$ cat src/include/eas_params.svh
// Summary of operation
// RULE1: Judge toner level from the toner-low input while the supply motor runs.
// RULE2: Toner low with drum turning switches the toner supply motor on.
// RULE3: Still low after 100 s total supply time: add-toner, stop after cycle.
// RULE4: Supply-time accumulator advances only while the drum motor turns; else holds.
// RULE5: Power switch or any door switch off clears the accumulator.
// RULE6: After power-up, counting restarts from zero on toner low with drum turning.
// RULE7: Engine image counter advances once per printed image.
// RULE8: With duplex fitted, duplex counter advances per sheet entering duplex.
// RULE9: Duplexed sheet advances engine counter again on its return pass.
// RULE10: Open counter circuit raises an error code and halts printing.
// RULE11: Counter open error stays latched until a power cycle.
// RULE12: Low comparator result means heat demand, drum below 44C target.
// RULE13: With heat demand, heater trigger pulses at each AC zero crossing.
// RULE14: Without heat demand, heater trigger is held off.
// RULE15: Add-toner indication holds until the accumulator is cleared by switches.
`ifndef EAS_PARAMS_SVH
`define EAS_PARAMS_SVH

// ****************************************
// Register byte offsets
// ****************************************
`define EAS_OFS_CTRL 8'h00
`define EAS_OFS_STATUS 8'h04
`define EAS_OFS_IRQ_STAT 8'h08
`define EAS_OFS_IRQ_CLR 8'h0C
`define EAS_OFS_IRQ_EN 8'h10
`define EAS_OFS_ACCUM 8'h14
`define EAS_OFS_ENG_COUNT 8'h18
`define EAS_OFS_DUP_COUNT 8'h1C

// ****************************************
// Field positions
// ****************************************
`define EAS_CTRL_DUPLEX_BIT 0
`define EAS_ST_ADD_TONER_BIT 0
`define EAS_ST_HALT_BIT 1
`define EAS_ST_ENG_FAULT_BIT 2
`define EAS_ST_DUP_FAULT_BIT 3
`define EAS_ST_HEAT_DEMAND_BIT 4
`define EAS_ST_SUPPLY_ON_BIT 5
`define EAS_ST_DRUM_RUN_BIT 6
`define EAS_ST_ERR_CODE_LSB 8
`define EAS_IRQ_ADD_TONER_BIT 0
`define EAS_IRQ_ENG_FAULT_BIT 1
`define EAS_IRQ_DUP_FAULT_BIT 2
`define EAS_IRQ_WIDTH 3

// ****************************************
// Reset values and codes
// ****************************************
`define EAS_CTRL_RESET 1'b0
`define EAS_IRQ_EN_RESET 3'h0
`define EAS_ERR_NONE 4'h0
`define EAS_ERR_ENG_COUNTER 4'h1
`define EAS_ERR_DUP_COUNTER 4'h2

// ****************************************
// Timing
// ****************************************
`define EAS_CLK_MHZ 200
`define EAS_TICK_NS 1000000
`define EAS_TICK_CYCLES (`EAS_TICK_NS * `EAS_CLK_MHZ / 1000)
`define EAS_SUPPLY_LIMIT_S 100
`define EAS_SUPPLY_LIMIT_TICKS (`EAS_SUPPLY_LIMIT_S * 1000)
`define EAS_HTR_PULSE_NS 10000
`define EAS_HTR_PULSE_CYCLES (`EAS_HTR_PULSE_NS * `EAS_CLK_MHZ / 1000)
`define EAS_CNT_ON_TICKS 20
`define EAS_CNT_OFF_TICKS 20

`endif

$ cat src/include/eas_pkg.sv
package eas_pkg;

  // Toner supervisor: idle, counting supply time, empty reported
  typedef enum logic [1:0] {
    EAS_TS_IDLE = 2'b00,
    EAS_TS_TRACK = 2'b01,
    EAS_TS_EMPTY = 2'b11
  } eas_toner_state_t;

  // Mechanical counter coil phases
  typedef enum logic [1:0] {
    EAS_CD_IDLE = 2'b00,
    EAS_CD_ON = 2'b01,
    EAS_CD_OFF = 2'b11
  } eas_cnt_state_t;

  typedef logic [16:0] eas_accum_t;

endpackage

$ cat src/hdl/eas_sync.sv
`timescale 1ns/1ps
`default_nettype none

module eas_sync #(
  parameter int WIDTH = 1
) (
  // Clock and reset
  input wire logic hclk,
  input wire logic hresetn,
  input wire logic ce,
  // Data
  input wire logic [WIDTH-1:0] async_in,
  output logic [WIDTH-1:0] sync_out
);

  logic [WIDTH-1:0] meta_r;

  // First stage feeds only the second stage
  always_ff @(posedge hclk or negedge hresetn) begin
    if (!hresetn) begin
      meta_r <= '0;
      sync_out <= '0;
    end else if (ce) begin
      meta_r <= async_in;
      sync_out <= meta_r;
    end
  end

endmodule
`default_nettype wire

$ cat src/hdl/eas_cnt_drv.sv
`timescale 1ns/1ps
`default_nettype none
`include "eas_params.svh"

module eas_cnt_drv
  import eas_pkg::*;
(
  // Clock and reset
  input wire logic hclk,
  input wire logic hresetn,
  input wire logic ce,
  input wire logic tick,
  // Requests and circuit sense
  input wire logic [1:0] incr,
  input wire logic open_sense,
  // Coil drive and status
  output logic coil_on,
  output logic fault,
  output logic [31:0] total
);

  eas_cnt_state_t state_r, state_nxt;
  logic [3:0] pend_r;
  logic [5:0] ticks_r;
  logic [2:0] pend_sum;
  logic start;
  logic phase_done;

  // Backlog absorbs two requests in one cycle; saturates rather than wraps
  assign start = (state_r == EAS_CD_IDLE) && (pend_r != 4'h0) && !fault;
  assign phase_done = tick && (ticks_r == 6'h00);
  assign pend_sum = {1'b0, incr[1]} + {2'b00, incr[0]};

  always_comb begin
    state_nxt = state_r;
    unique case (state_r)
      EAS_CD_IDLE: if (start) state_nxt = EAS_CD_ON;
      EAS_CD_ON: if (phase_done) state_nxt = EAS_CD_OFF;
      EAS_CD_OFF: if (phase_done) state_nxt = EAS_CD_IDLE;
      default: state_nxt = EAS_CD_IDLE;
    endcase
  end

  always_ff @(posedge hclk or negedge hresetn) begin
    if (!hresetn) begin
      state_r <= EAS_CD_IDLE;
      pend_r <= 4'h0;
      ticks_r <= 6'h00;
      fault <= 1'b0;
      total <= 32'h0000_0000;
    end else if (ce) begin
      state_r <= state_nxt;
      if (start) ticks_r <= 6'(`EAS_CNT_ON_TICKS - 1);
      else if (phase_done && state_r == EAS_CD_ON)
        ticks_r <= 6'(`EAS_CNT_OFF_TICKS - 1);
      else if (tick && ticks_r != 6'h00) ticks_r <= ticks_r - 6'h01;
      if (pend_r > 4'hD && pend_sum > {2'b00, start}) pend_r <= 4'hF;
      else pend_r <= pend_r + {1'b0, pend_sum} - {3'b000, start};
      if (start) total <= total + 32'h0000_0001;
      // RULE10 RULE11: fault latch, cleared only by reset
      if (open_sense) fault <= 1'b1;
    end
  end

  assign coil_on = (state_r == EAS_CD_ON);

endmodule
`default_nettype wire

$ cat src/hdl/eas_top.sv
// The implementer's own choices: the address map and the AHB-Lite register port.
`timescale 1ns/1ps
`default_nettype none
`include "eas_params.svh"

module eas_top
  import eas_pkg::*;
#(
  parameter int TICK_CYCLES = `EAS_TICK_CYCLES,
  parameter int HTR_PULSE_CYCLES = `EAS_HTR_PULSE_CYCLES
) (
  // Clock, reset, enable
  input wire logic hclk,
  input wire logic hresetn,
  input wire logic ce,
  // AHB-Lite slave
  input wire logic hsel,
  input wire logic [31:0] haddr,
  input wire logic [1:0] htrans,
  input wire logic hwrite,
  input wire logic [2:0] hsize,
  input wire logic [31:0] hwdata,
  input wire logic hready,
  output logic hreadyout,
  output logic hresp,
  output logic [31:0] hrdata,
  // Toner and switch pins
  input wire logic toner_low_level_n,
  input wire logic drum_motor_run,
  input wire logic power_sw_on,
  input wire logic doors_closed,
  output logic toner_motor_on,
  output logic add_toner,
  // Engine events, same clock
  input wire logic print_cycle_active,
  input wire logic image_done,
  input wire logic return_pass_image,
  input wire logic duplex_sheet_in,
  output logic halt_print,
  output logic [3:0] error_code,
  // Mechanical counters
  input wire logic eng_cnt_open,
  input wire logic dup_cnt_open,
  output logic eng_cnt_coil,
  output logic dup_cnt_coil,
  // Drum heater
  input wire logic drum_temp_sense_n,
  input wire logic ac_zero_cross,
  output logic heater_trigger_switch,
  // Interrupt
  output logic irq
);

  // ****************************************
  // Pin synchronisers
  // ****************************************
  localparam int NSYNC = 7;
  logic [NSYNC-1:0] pins_raw, pins_s;
  logic toner_low_s, drum_run_s, power_s, doors_s;
  logic temp_low_s, zc_s, eng_open_s, dup_open_s;

  assign pins_raw = {dup_cnt_open, eng_cnt_open, ac_zero_cross,
                     !drum_temp_sense_n, doors_closed, power_sw_on,
                     drum_motor_run};

  eas_sync #(.WIDTH(NSYNC)) u_sync (
    .hclk(hclk),
    .hresetn(hresetn),
    .ce(ce),
    .async_in(pins_raw),
    .sync_out(pins_s)
  );

  // Toner level has its own stage pair so it resets to "not low"
  logic toner_meta_r, toner_n_r;
  always_ff @(posedge hclk or negedge hresetn) begin
    if (!hresetn) begin
      toner_meta_r <= 1'b1;
      toner_n_r <= 1'b1;
    end else if (ce) begin
      toner_meta_r <= toner_low_level_n;
      toner_n_r <= toner_meta_r;
    end
  end

  assign toner_low_s = !toner_n_r;
  assign drum_run_s = pins_s[0];
  assign power_s = pins_s[1];
  assign doors_s = pins_s[2];
  assign temp_low_s = pins_s[3];
  assign zc_s = pins_s[4];
  assign eng_open_s = pins_s[5];
  assign dup_open_s = pins_s[6];

  // ****************************************
  // Millisecond tick
  // ****************************************
  // A shared prescaler keeps the 100 s accumulator and coil timing narrow
  logic [17:0] tick_cnt_r;
  logic tick;
  assign tick = (tick_cnt_r == 18'(TICK_CYCLES - 1));

  always_ff @(posedge hclk or negedge hresetn) begin
    if (!hresetn) tick_cnt_r <= 18'h00000;
    else if (ce) tick_cnt_r <= tick ? 18'h00000 : tick_cnt_r + 18'h00001;
  end

  // ****************************************
  // Toner empty supervisor
  // ****************************************
  eas_toner_state_t ts_r, ts_nxt;
  eas_accum_t accum_r;
  logic switches_off, supply_run, accum_full, accum_adv;

  // RULE5: any switch opening clears supply timing
  assign switches_off = !power_s || !doors_s;
  // RULE2: supply motor runs on toner low while drum turns
  assign supply_run = (ts_r == EAS_TS_TRACK) && drum_run_s && toner_low_s;
  // RULE4: time accrues only with the drum turning
  assign accum_adv = supply_run && tick && !accum_full;
  assign accum_full = (accum_r >= eas_accum_t'(`EAS_SUPPLY_LIMIT_TICKS));

  always_comb begin
    ts_nxt = ts_r;
    unique case (ts_r)
      EAS_TS_IDLE: begin
        // RULE6: counting starts only on low level with drum running
        if (!switches_off && toner_low_s && drum_run_s)
          ts_nxt = EAS_TS_TRACK;
      end
      EAS_TS_TRACK: begin
        // RULE1 RULE3: level judged while the motor is running
        if (switches_off) ts_nxt = EAS_TS_IDLE;
        else if (supply_run && accum_full) ts_nxt = EAS_TS_EMPTY;
      end
      EAS_TS_EMPTY: begin
        // RULE15: indication holds until switch clear
        if (switches_off) ts_nxt = EAS_TS_IDLE;
      end
      default: ts_nxt = EAS_TS_IDLE;
    endcase
  end

  always_ff @(posedge hclk or negedge hresetn) begin
    if (!hresetn) begin
      ts_r <= EAS_TS_IDLE;
      accum_r <= '0;
    end else if (ce) begin
      ts_r <= ts_nxt;
      // RULE5: clear to zero on switch off
      if (switches_off) accum_r <= '0;
      else if (accum_adv) accum_r <= accum_r + eas_accum_t'(1);
    end
  end

  assign toner_motor_on = supply_run;
  assign add_toner = (ts_r == EAS_TS_EMPTY);

  // ****************************************
  // Counter drivers
  // ****************************************
  logic duplex_fitted_r;
  logic eng_fault, dup_fault;
  logic [31:0] eng_total, dup_total;
  logic [1:0] eng_incr, dup_incr;

  // RULE7 RULE9: one step per image, a second on the return pass
  assign eng_incr = {return_pass_image && duplex_fitted_r, image_done};
  // RULE8: duplex counter only when the unit is fitted
  assign dup_incr = {1'b0, duplex_sheet_in && duplex_fitted_r};

  eas_cnt_drv u_eng_cnt (
    .hclk(hclk),
    .hresetn(hresetn),
    .ce(ce),
    .tick(tick),
    .incr(eng_incr),
    .open_sense(eng_open_s),
    .coil_on(eng_cnt_coil),
    .fault(eng_fault),
    .total(eng_total)
  );

  eas_cnt_drv u_dup_cnt (
    .hclk(hclk),
    .hresetn(hresetn),
    .ce(ce),
    .tick(tick),
    .incr(dup_incr),
    .open_sense(dup_open_s && duplex_fitted_r),
    .coil_on(dup_cnt_coil),
    .fault(dup_fault),
    .total(dup_total)
  );

  // ****************************************
  // Print halt and error code
  // ****************************************
  logic toner_stop_r;
  logic [3:0] err_nxt;

  // RULE10: first fault wins the error code
  assign err_nxt = eng_fault ? `EAS_ERR_ENG_COUNTER :
                   dup_fault ? `EAS_ERR_DUP_COUNTER : `EAS_ERR_NONE;

  always_ff @(posedge hclk or negedge hresetn) begin
    if (!hresetn) begin
      toner_stop_r <= 1'b0;
      error_code <= `EAS_ERR_NONE;
      halt_print <= 1'b0;
    end else if (ce) begin
      // RULE3: stop waits for the running print cycle to end
      if (!add_toner) toner_stop_r <= 1'b0;
      else if (!print_cycle_active) toner_stop_r <= 1'b1;
      if (!(|error_code)) error_code <= err_nxt;
      // RULE10: counter fault halts at once
      halt_print <= toner_stop_r || eng_fault || dup_fault;
    end
  end

  // ****************************************
  // Drum heater trigger
  // ****************************************
  logic zc_d_r, zc_edge, heat_demand;
  logic [11:0] htr_cnt_r;

  // RULE12: low comparator output is a heat demand
  assign heat_demand = temp_low_s;
  assign zc_edge = zc_s && !zc_d_r;

  always_ff @(posedge hclk or negedge hresetn) begin
    if (!hresetn) begin
      zc_d_r <= 1'b0;
      htr_cnt_r <= 12'h000;
      heater_trigger_switch <= 1'b0;
    end else if (ce) begin
      zc_d_r <= zc_s;
      if (!heat_demand) begin
        // RULE14: no demand, trigger held off
        htr_cnt_r <= 12'h000;
        heater_trigger_switch <= 1'b0;
      end else if (zc_edge) begin
        // RULE13: fire once per zero crossing
        htr_cnt_r <= 12'(HTR_PULSE_CYCLES - 1);
        heater_trigger_switch <= 1'b1;
      end else if (htr_cnt_r != 12'h000) begin
        htr_cnt_r <= htr_cnt_r - 12'h001;
      end else begin
        heater_trigger_switch <= 1'b0;
      end
    end
  end

  // ****************************************
  // Interrupts
  // ****************************************
  logic [`EAS_IRQ_WIDTH-1:0] irq_stat_r, irq_en_r, irq_evt, irq_clr;
  logic add_toner_d_r, eng_fault_d_r, dup_fault_d_r;

  assign irq_evt = {dup_fault && !dup_fault_d_r,
                    eng_fault && !eng_fault_d_r,
                    add_toner && !add_toner_d_r};

  always_ff @(posedge hclk or negedge hresetn) begin
    if (!hresetn) begin
      add_toner_d_r <= 1'b0;
      eng_fault_d_r <= 1'b0;
      dup_fault_d_r <= 1'b0;
      irq_stat_r <= '0;
    end else if (ce) begin
      add_toner_d_r <= add_toner;
      eng_fault_d_r <= eng_fault;
      dup_fault_d_r <= dup_fault;
      // New event beats a clear in the same cycle
      irq_stat_r <= (irq_stat_r & ~irq_clr) | irq_evt;
    end
  end

  assign irq = |(irq_stat_r & irq_en_r);

  // ****************************************
  // AHB-Lite register slave
  // ****************************************
  logic addr_ok, wr_ph_r;
  logic [7:0] wr_ofs_r;
  logic [31:0] status_w, rd_mux;

  assign addr_ok = hsel && hready && htrans[1];
  assign hreadyout = 1'b1;
  assign hresp = 1'b0;

  assign status_w = {20'h00000, error_code, 1'b0,
                     drum_run_s, toner_motor_on, heat_demand,
                     dup_fault, eng_fault, halt_print, add_toner};

  function automatic logic [31:0] rd_sel(input logic [7:0] ofs,
                                         input logic [31:0] st,
                                         input logic [31:0] cnt_e,
                                         input logic [31:0] cnt_d);
    logic [31:0] v;
    v = 32'h0000_0000;
    unique case (ofs)
      `EAS_OFS_CTRL: v = {31'h0000_0000, duplex_fitted_r};
      `EAS_OFS_STATUS: v = st;
      `EAS_OFS_IRQ_STAT: v = {29'h0000_0000, irq_stat_r};
      `EAS_OFS_IRQ_EN: v = {29'h0000_0000, irq_en_r};
      `EAS_OFS_ACCUM: v = {15'h0000, accum_r};
      `EAS_OFS_ENG_COUNT: v = cnt_e;
      `EAS_OFS_DUP_COUNT: v = cnt_d;
      default: v = 32'h0000_0000;
    endcase
    return v;
  endfunction

  assign rd_mux = rd_sel({haddr[7:2], 2'b00}, status_w, eng_total,
                         dup_total);
  assign irq_clr = (wr_ph_r && wr_ofs_r == `EAS_OFS_IRQ_CLR) ?
                   hwdata[`EAS_IRQ_WIDTH-1:0] : '0;

  always_ff @(posedge hclk or negedge hresetn) begin
    if (!hresetn) begin
      wr_ph_r <= 1'b0;
      wr_ofs_r <= 8'h00;
      hrdata <= 32'h0000_0000;
    end else if (ce) begin
      wr_ph_r <= addr_ok && hwrite && (haddr[31:8] == 24'h000000);
      wr_ofs_r <= {haddr[7:2], 2'b00};
      if (addr_ok && !hwrite)
        hrdata <= (haddr[31:8] == 24'h000000) ? rd_mux : 32'h0000_0000;
    end
  end

  always_ff @(posedge hclk or negedge hresetn) begin
    if (!hresetn) begin
      duplex_fitted_r <= `EAS_CTRL_RESET;
      irq_en_r <= `EAS_IRQ_EN_RESET;
    end else if (ce && wr_ph_r) begin
      if (wr_ofs_r == `EAS_OFS_CTRL)
        duplex_fitted_r <= hwdata[`EAS_CTRL_DUPLEX_BIT];
      if (wr_ofs_r == `EAS_OFS_IRQ_EN)
        irq_en_r <= hwdata[`EAS_IRQ_WIDTH-1:0];
    end
  end

  logic unused_ok;
  assign unused_ok = ^{hsize, htrans[0]};

endmodule
`default_nettype wire

$ cat config.mk
export PLATFORM = sky130hd
export DESIGN_NAME = eas_top
export DESIGN_NICKNAME = d
export VERILOG_FILES = /design/src/include/eas_pkg.sv /design/src/hdl/eas_sync.sv /design/src/hdl/eas_cnt_drv.sv /design/src/hdl/eas_top.sv
export VERILOG_INCLUDE_DIRS = /design/src /design/src/include
export SDC_FILE = /design/constraint.sdc
export NUM_CORES = 1
export LEC_CHECK = 0
export BUFFER_PORTS_ARGS = -buffer_cell sky130_fd_sc_hd__buf_2
export CAP_MARGIN = 30
export CORE_ASPECT_RATIO = 0.6
export CORE_MARGIN = 1.5
export CORE_UTILIZATION = 55
export DETAILED_ROUTE_END_ITERATION = 8
export GPL_ROUTABILITY_DRIVEN = 0
export HOLD_SLACK_MARGIN = 0.06
export PLACE_DENSITY = 0.86
export REMOVE_ABC_BUFFERS = 1
export SYNTH_ARGS = -nofsm -noshare
export SYNTH_HDL_FRONTEND = slang
export SYNTH_SLANG_ARGS = --single-unit
$ cat constraint.sdc
create_clock -name hclk -period 4.85 [get_ports hclk]
set_clock_uncertainty 0.05 [all_clocks]
set_input_delay 0.7275 -clock hclk [delete_from_list [all_inputs] [get_ports hclk]]
set_output_delay 0.7275 -clock hclk [all_outputs]
set_load 0.03 [all_outputs]
# Yosys cells after proc, flatten, opt, wreduce, memory -nomap -nowiden
# Index checks and enable logic that the tools add are counted.
dict set report classes {
  addsub 12
  magnitude_cmp 5
  n_eq_ne 27
  n_reduce_logical 84
  n_bitwise 5
  muxes 37
}
# op count
set op_table {}
lappend op_table {{32-bit one-hot mux with 7 select lines} 1}
lappend op_table {{32-bit by 1-bit adder with 32-bit output, second input constant} 2}
lappend op_table {{12-bit 2-to-1 mux} 3}
lappend op_table {{6-bit 2-to-1 mux} 6}
lappend op_table {{17-bit 2-to-1 mux} 2}
lappend op_table {{1-bit logical AND} 33}
lappend op_table {{32-bit 2-to-1 mux} 1}
lappend op_table {{6-bit by 3-bit == test with 1-bit output, second input constant} 5}
lappend op_table {{2-bit AND reduction} 14}
lappend op_table {{24-bit zero test} 1}
lappend op_table {{2-bit 2-to-1 mux} 12}
lappend op_table {{18-bit by 1-bit adder with 18-bit output, second input constant} 1}
lappend op_table {{18-bit == test, second input constant} 1}
lappend op_table {{6-bit zero test} 3}
lappend op_table {{18-bit 2-to-1 mux} 1}
lappend op_table {{2-bit one-hot mux with 3 select lines} 3}
lappend op_table {{17-bit by 1-bit adder with 17-bit output, second input constant} 1}
lappend op_table {{17-bit >= comparator, second input constant} 1}
lappend op_table {{2-bit by 1-bit != test with 1-bit output, second input constant} 7}
lappend op_table {{1-bit zero test} 13}
lappend op_table {{6-bit by 2-bit == test with 1-bit output, second input constant} 2}
lappend op_table {{4-bit AND reduction} 3}
lappend op_table {{12-bit nonzero test} 1}
lappend op_table {{6-bit nonzero test} 2}
lappend op_table {{other kinds (30)} 51}
dict set report totals {
  ff_bits 212
  out_inout_bits 45
}

# Longest topological paths before layout
dict set report depth {
  ltp_word 7
  depth_mapped 14
  depth_no_buf 14
}

# By module
# A second synthesis with hierarchy kept.
dict set report hier_totals {
  cells_unflattened 1098
  area_unflattened_um2 10981.8
}
# mod instances cells_per_inst seq_area_each_um2 area_each_um2
set by_module_without_submodules {}
lappend by_module_without_submodules {eas_top 1 621 2655.0 5808.1}
lappend by_module_without_submodules {eas_cnt_drv 2 224 1126.1 2327.2}
lappend by_module_without_submodules {eas_sync 1 29 350.3 519.2}

# Worst setup path after synthesis
# No wires, ideal clock.
dict set report synth_path {
  path_type {flip-flop to flip-flop}
  startpoint {register u_eng_cnt.state_r[1]}
  endpoint {register u_eng_cnt.pend_r[2]}
  arrival_ns 2.312
  required_time_ns 4.668
  setup_time_ns 0.132
  path_stages_with_launch 13
  path_buffers 0
  path_slack_ns 2.356
  path_cell_list {dfrtp_1 > or3_1 > nor2_1 > inv_2 > nor2_1 > inv_2 > nand2_1 > ha_1 > inv_1 > fa_1 > xnor2_1 > o21ai_0 > o21ai_0}
}
dict set report synth_via {
  elab_chain_len 6
}
# item line
set synth_rtl {}
lappend synth_rtl {{start: declaration} eas_cnt_drv.sv:22} ;# eas_cnt_state_t state_r, state_nxt;
lappend synth_rtl {{start signal: assignment} eas_cnt_drv.sv:52} ;# state_r <= state_nxt;
lappend synth_rtl {{2-bit zero test *} eas_cnt_drv.sv:30} ;# assign start = (state_r == EAS_CD_IDLE) && (pend_r != 4'h0) && !fault;
lappend synth_rtl {{1-bit logical AND * (2 in series)} eas_cnt_drv.sv:30}
lappend synth_rtl {{branches (longest 2 deep; another with 4-bit by 1-bit subtractor with 4-bit output)} --}
lappend synth_rtl {{4-bit 2-to-1 mux *} eas_cnt_drv.sv:57} ;# if (pend_r > 4'hD && pend_sum > {2'b00, start}) pend_r <= 4'hF;
lappend synth_rtl {{end signal: assignment} eas_cnt_drv.sv:58} ;# else pend_r <= pend_r + {1'b0, pend_sum} - {3'b000, start};
lappend synth_rtl {{end: declaration} eas_cnt_drv.sv:23} ;# logic [3:0] pend_r;
# Every way passes the cells marked *.
# A chain may end at the register's enable or synchronous reset.

# Worst setup path after layout
dict set report layout_path {
  startpoint {register u_eng_cnt.fault}
  endpoint {register u_eng_cnt.pend_r[2]}
}
dict set report layout_via {
  elab_chain_len 5
}
# item line
set layout_rtl {}
lappend layout_rtl {{start: declaration} eas_cnt_drv.sv:18} ;# output logic fault,
lappend layout_rtl {{start signal: assignment} eas_cnt_drv.sv:49} ;# fault <= 1'b0;
lappend layout_rtl {{start signal: assignment} eas_cnt_drv.sv:61} ;# if (open_sense) fault <= 1'b1;
lappend layout_rtl {{1-bit zero test *} eas_cnt_drv.sv:30}
lappend layout_rtl {{1-bit logical AND *} eas_cnt_drv.sv:30}
lappend layout_rtl {{branches (longest 2 deep; another with 4-bit by 1-bit subtractor with 4-bit output)} --}
lappend layout_rtl {{4-bit 2-to-1 mux *} eas_cnt_drv.sv:57}
# Marked as above.

==> out/results.txt <==
Post-CTS Setup Bufs = 0
Layout cells sized above 1 = 0.159
Post-Synthesis Cell Area = 10,700 um2
First-pass DRT Iterations = 6
Synth top area share = 0.487
Avg WL per Cell = 19.0 um
Die Ht = 111 um
Largest net degree at the start of global routing = 110
Post-detail-place hpwl = 18,600 um
Fill cells = 1,467
Data required time at the worst endpoint = 5.16 ns
P per Cell Area = 366 nW/um2
Pre-CTS setup slack = 1.58 ns
Crit path time final = 2.85 ns
Die ar. = 20,300 um2
Ys flop type = dfrtp_1
Max_cap viols = 0
Placed Area = 11,400 um2
RSZ-0062 raised after global routing = false
Antenna Nets Post-Route = 0
Final setup vio count = 0
Final period util = 0.587
Vias post-DR = 8,891
Initial Utilization = 0.562
Setup crit end kind = register
Max Slew Vio Count = 0
Ys Warns = 0
Final layout net count = 1,260
Most frequent cells after synthesis = 208 x dfrtp_1, 125 x nand2_1, 69 x nor2_1
Cell with the most instances after synthesis = dfrtp_1
Global Route Usage Sum = 0.266
Hold/Removal Path Class = input port to async pin
Peak VDD IR = 302 uV
First-pass GRT wire length = 43,500 um
Clk sinks = 210
Final hold vios = 0
CTS Hold Bufs = 0
CTS tree = done
Detailed Route WL = 26,800 um
Synthesized area per cell = 10.0 um2
Initial drt markers = 937
Clk root buf = clkbuf_16
Worst EP arrival = 3.15 ns
DIE WIDTH = 183 um
Actual slew at the worst max-slew pin = 0.940 ns
Seq/Total Area, Yosys = 0.492
Max Fclk = 0.351 GHz
Startpoint type of the worst setup path = register
Ys async rst share = 1.00
EDFF count, synth = 0
Vias per inst = 6.32
Area Overhead vs Synth = 12.0%
Number of global-route vias before repair = 8,300
Mapped Cells = 1,069
Clk Latency, worst-skew pair = 0.49 ns
I/O pins = 132
I/O Buffers = 92
CTS H-tree lvls = 1
Max-slew headroom = 0.372
Max Root-Sink Buffers = 3
Critical Path Fanout Max = 7
Inserted Clock Buffers = 20
Initial antenna violation count = 0
Core Area = 19,000 um2
PnR worst setup slack = 2.00 ns
Distinct cell type count after synthesis = 78
Setup TNS = 0 ns
Area contributors post-synth = dfrtp_1 49%, xnor2_1 4.6%, nand2_1 4.4%
DRC viols = 0
Post-CTS sizing = 0
Design area = 12,000 um2
Status = completed
GRT overflow = 0
Critical path class = register to register
#FFs+latches synth = 210
Row count = 39
Dominant cell type by area after synthesis = dfrtp_1
Leakage power = 0.00545 uW
Final Power = 4380 uW
Clock transition at path regs = 0.06 ns
-- layout by cell type (no fill, tap or decap), types with 15 or more instances in the layout --
master | Yosys | final
nand4_1 | 30 | 30
nand3_1 | 45 | 45
nor3_1 | 25 | 25
mux2_2 | 32 | 32
a21oi_1 | 26 | 26
o21ai_1 | 42 | 42
nor2_1 | 69 | 69
clkbuf_16 | 0 | 21
a31oi_1 | 15 | 15
ha_1 | 23 | 23
nand2_1 | 125 | 125
xor2_1 | 27 | 27
inv_1 | 40 | 40
buf_2 | 6 | 91
a22oi_1 | 29 | 29
dfrtp_1 | 208 | 208
and3_1 | 23 | 23
o21ai_0 | 31 | 31
xnor2_1 | 56 | 56
-- flip-flops by register name, summed over array words and instances (netlist names), 4 cells and up --
register and flops:
u_dup_cnt.total 32, u_sync.sync_out 7, htr_cnt_r 12, hrdata 32, u_dup_cnt.pend_r 4, u_eng_cnt.ticks_r 6
u_eng_cnt.pend_r 4, u_sync.meta_r 7, accum_r 17, u_dup_cnt.ticks_r 6, wr_ofs_r 6, u_eng_cnt.total 32
tick_cnt_r 18
-- metrics by stage --
step | hold WS (ns) | cells | utilization
after detailed placement | 0.389 | 1371 | 0.597
final | 0.285 | 1406 | 0.629
after floorplan | 0.366 | 1023 | -
after global placement | 0.377 | 1370 | 0.596
after CTS | 0.326 | 1405 | 0.629
after global routing | 0.370 | 1405 | 0.629
-- worst max-delay path, cell delays in order (launching register included) --
cell and delay [ns]:
dfrtp_1 0.48, or3_1 0.46, nor2_1 0.30, inv_2 0.12, nor2_1 0.24, inv_2 0.06
nand2_1 0.06, ha_1 0.15, inv_1 0.05, fa_1 0.37, xnor2_1 0.13, o21ai_0 0.12
o21ai_0 0.12
-- worst paths after layout --
kind | slack, ns | endpoint | depth (start not counted) | from
setup reg to reg | 2.00 | u_eng_cnt.pend_r[2] | 12 | u_eng_cnt.fault
setup / recovery | 2.00 | u_eng_cnt.pend_r[2] | 12 | u_eng_cnt.fault
min in group hclk | 0.36 | u_sync.meta_r[3] | 2 | drum_temp_sense_n
max in group asynchronous | 3.39 | toner_meta_r | 2 | hresetn
hold reg to reg | 0.39 | irq_stat_r[1] | 1 | eng_fault_d_r
hold / removal | 0.28 | u_dup_cnt.fault | 1 | hresetn
-- final cells by class --
class / instances / area, um2 / share of cell area
Timing Repair Buffer: 102 / 544 / 0.0454
Multi-Input combinational cell: 770 / 5080 / 0.424
Clock buffer: 30 / 579 / 0.0484
Sequential cell: 210 / 5260 / 0.439
Tap cell: 246 / 308 / 0.0257
Inverter: 43 / 161 / 0.0135
Antenna cell: 1 / 2.50 / 0.000209
Clock inverter: 4 / 45.0 / 0.00376
-- routing by layer --
layer / up-vias / routed length, um / GRT usage
li1: 4000 / - / -
met1: 4352 / 12200 / 0.419
met2: 494 / 11200 / 0.376
met3: 45 / 3000 / 0.0549
met4: 0 / 370 / 0.0552
met5: - / 0 / 0
-- power by group --
part	internal, uW	switching, uW
logic	326	453
clock network	877	650
registers	1910	171
total	3110	1270
-- cells by family (layout without fill, tap and decap cells) --
| group | count (synthesis) | count (layout) | synth area share |
|---|---|---|---|
| xor+xnor | 83 | 83 | 0.0680 |
| buf+inv | 91 | 179 | 0.0340 |
| mux | 39 | 39 | 0.0402 |
| fa+ha+maj | 26 | 26 | 0.0325 |
| simple gates | 404 | 404 | 0.198 |
| flops | 210 | 210 | 0.492 |
| other cells | 2 | 5 | 0.000702 |
| compound gates | 214 | 214 | 0.135 |
No activity file was read; power rests on OpenSTA's default activity.
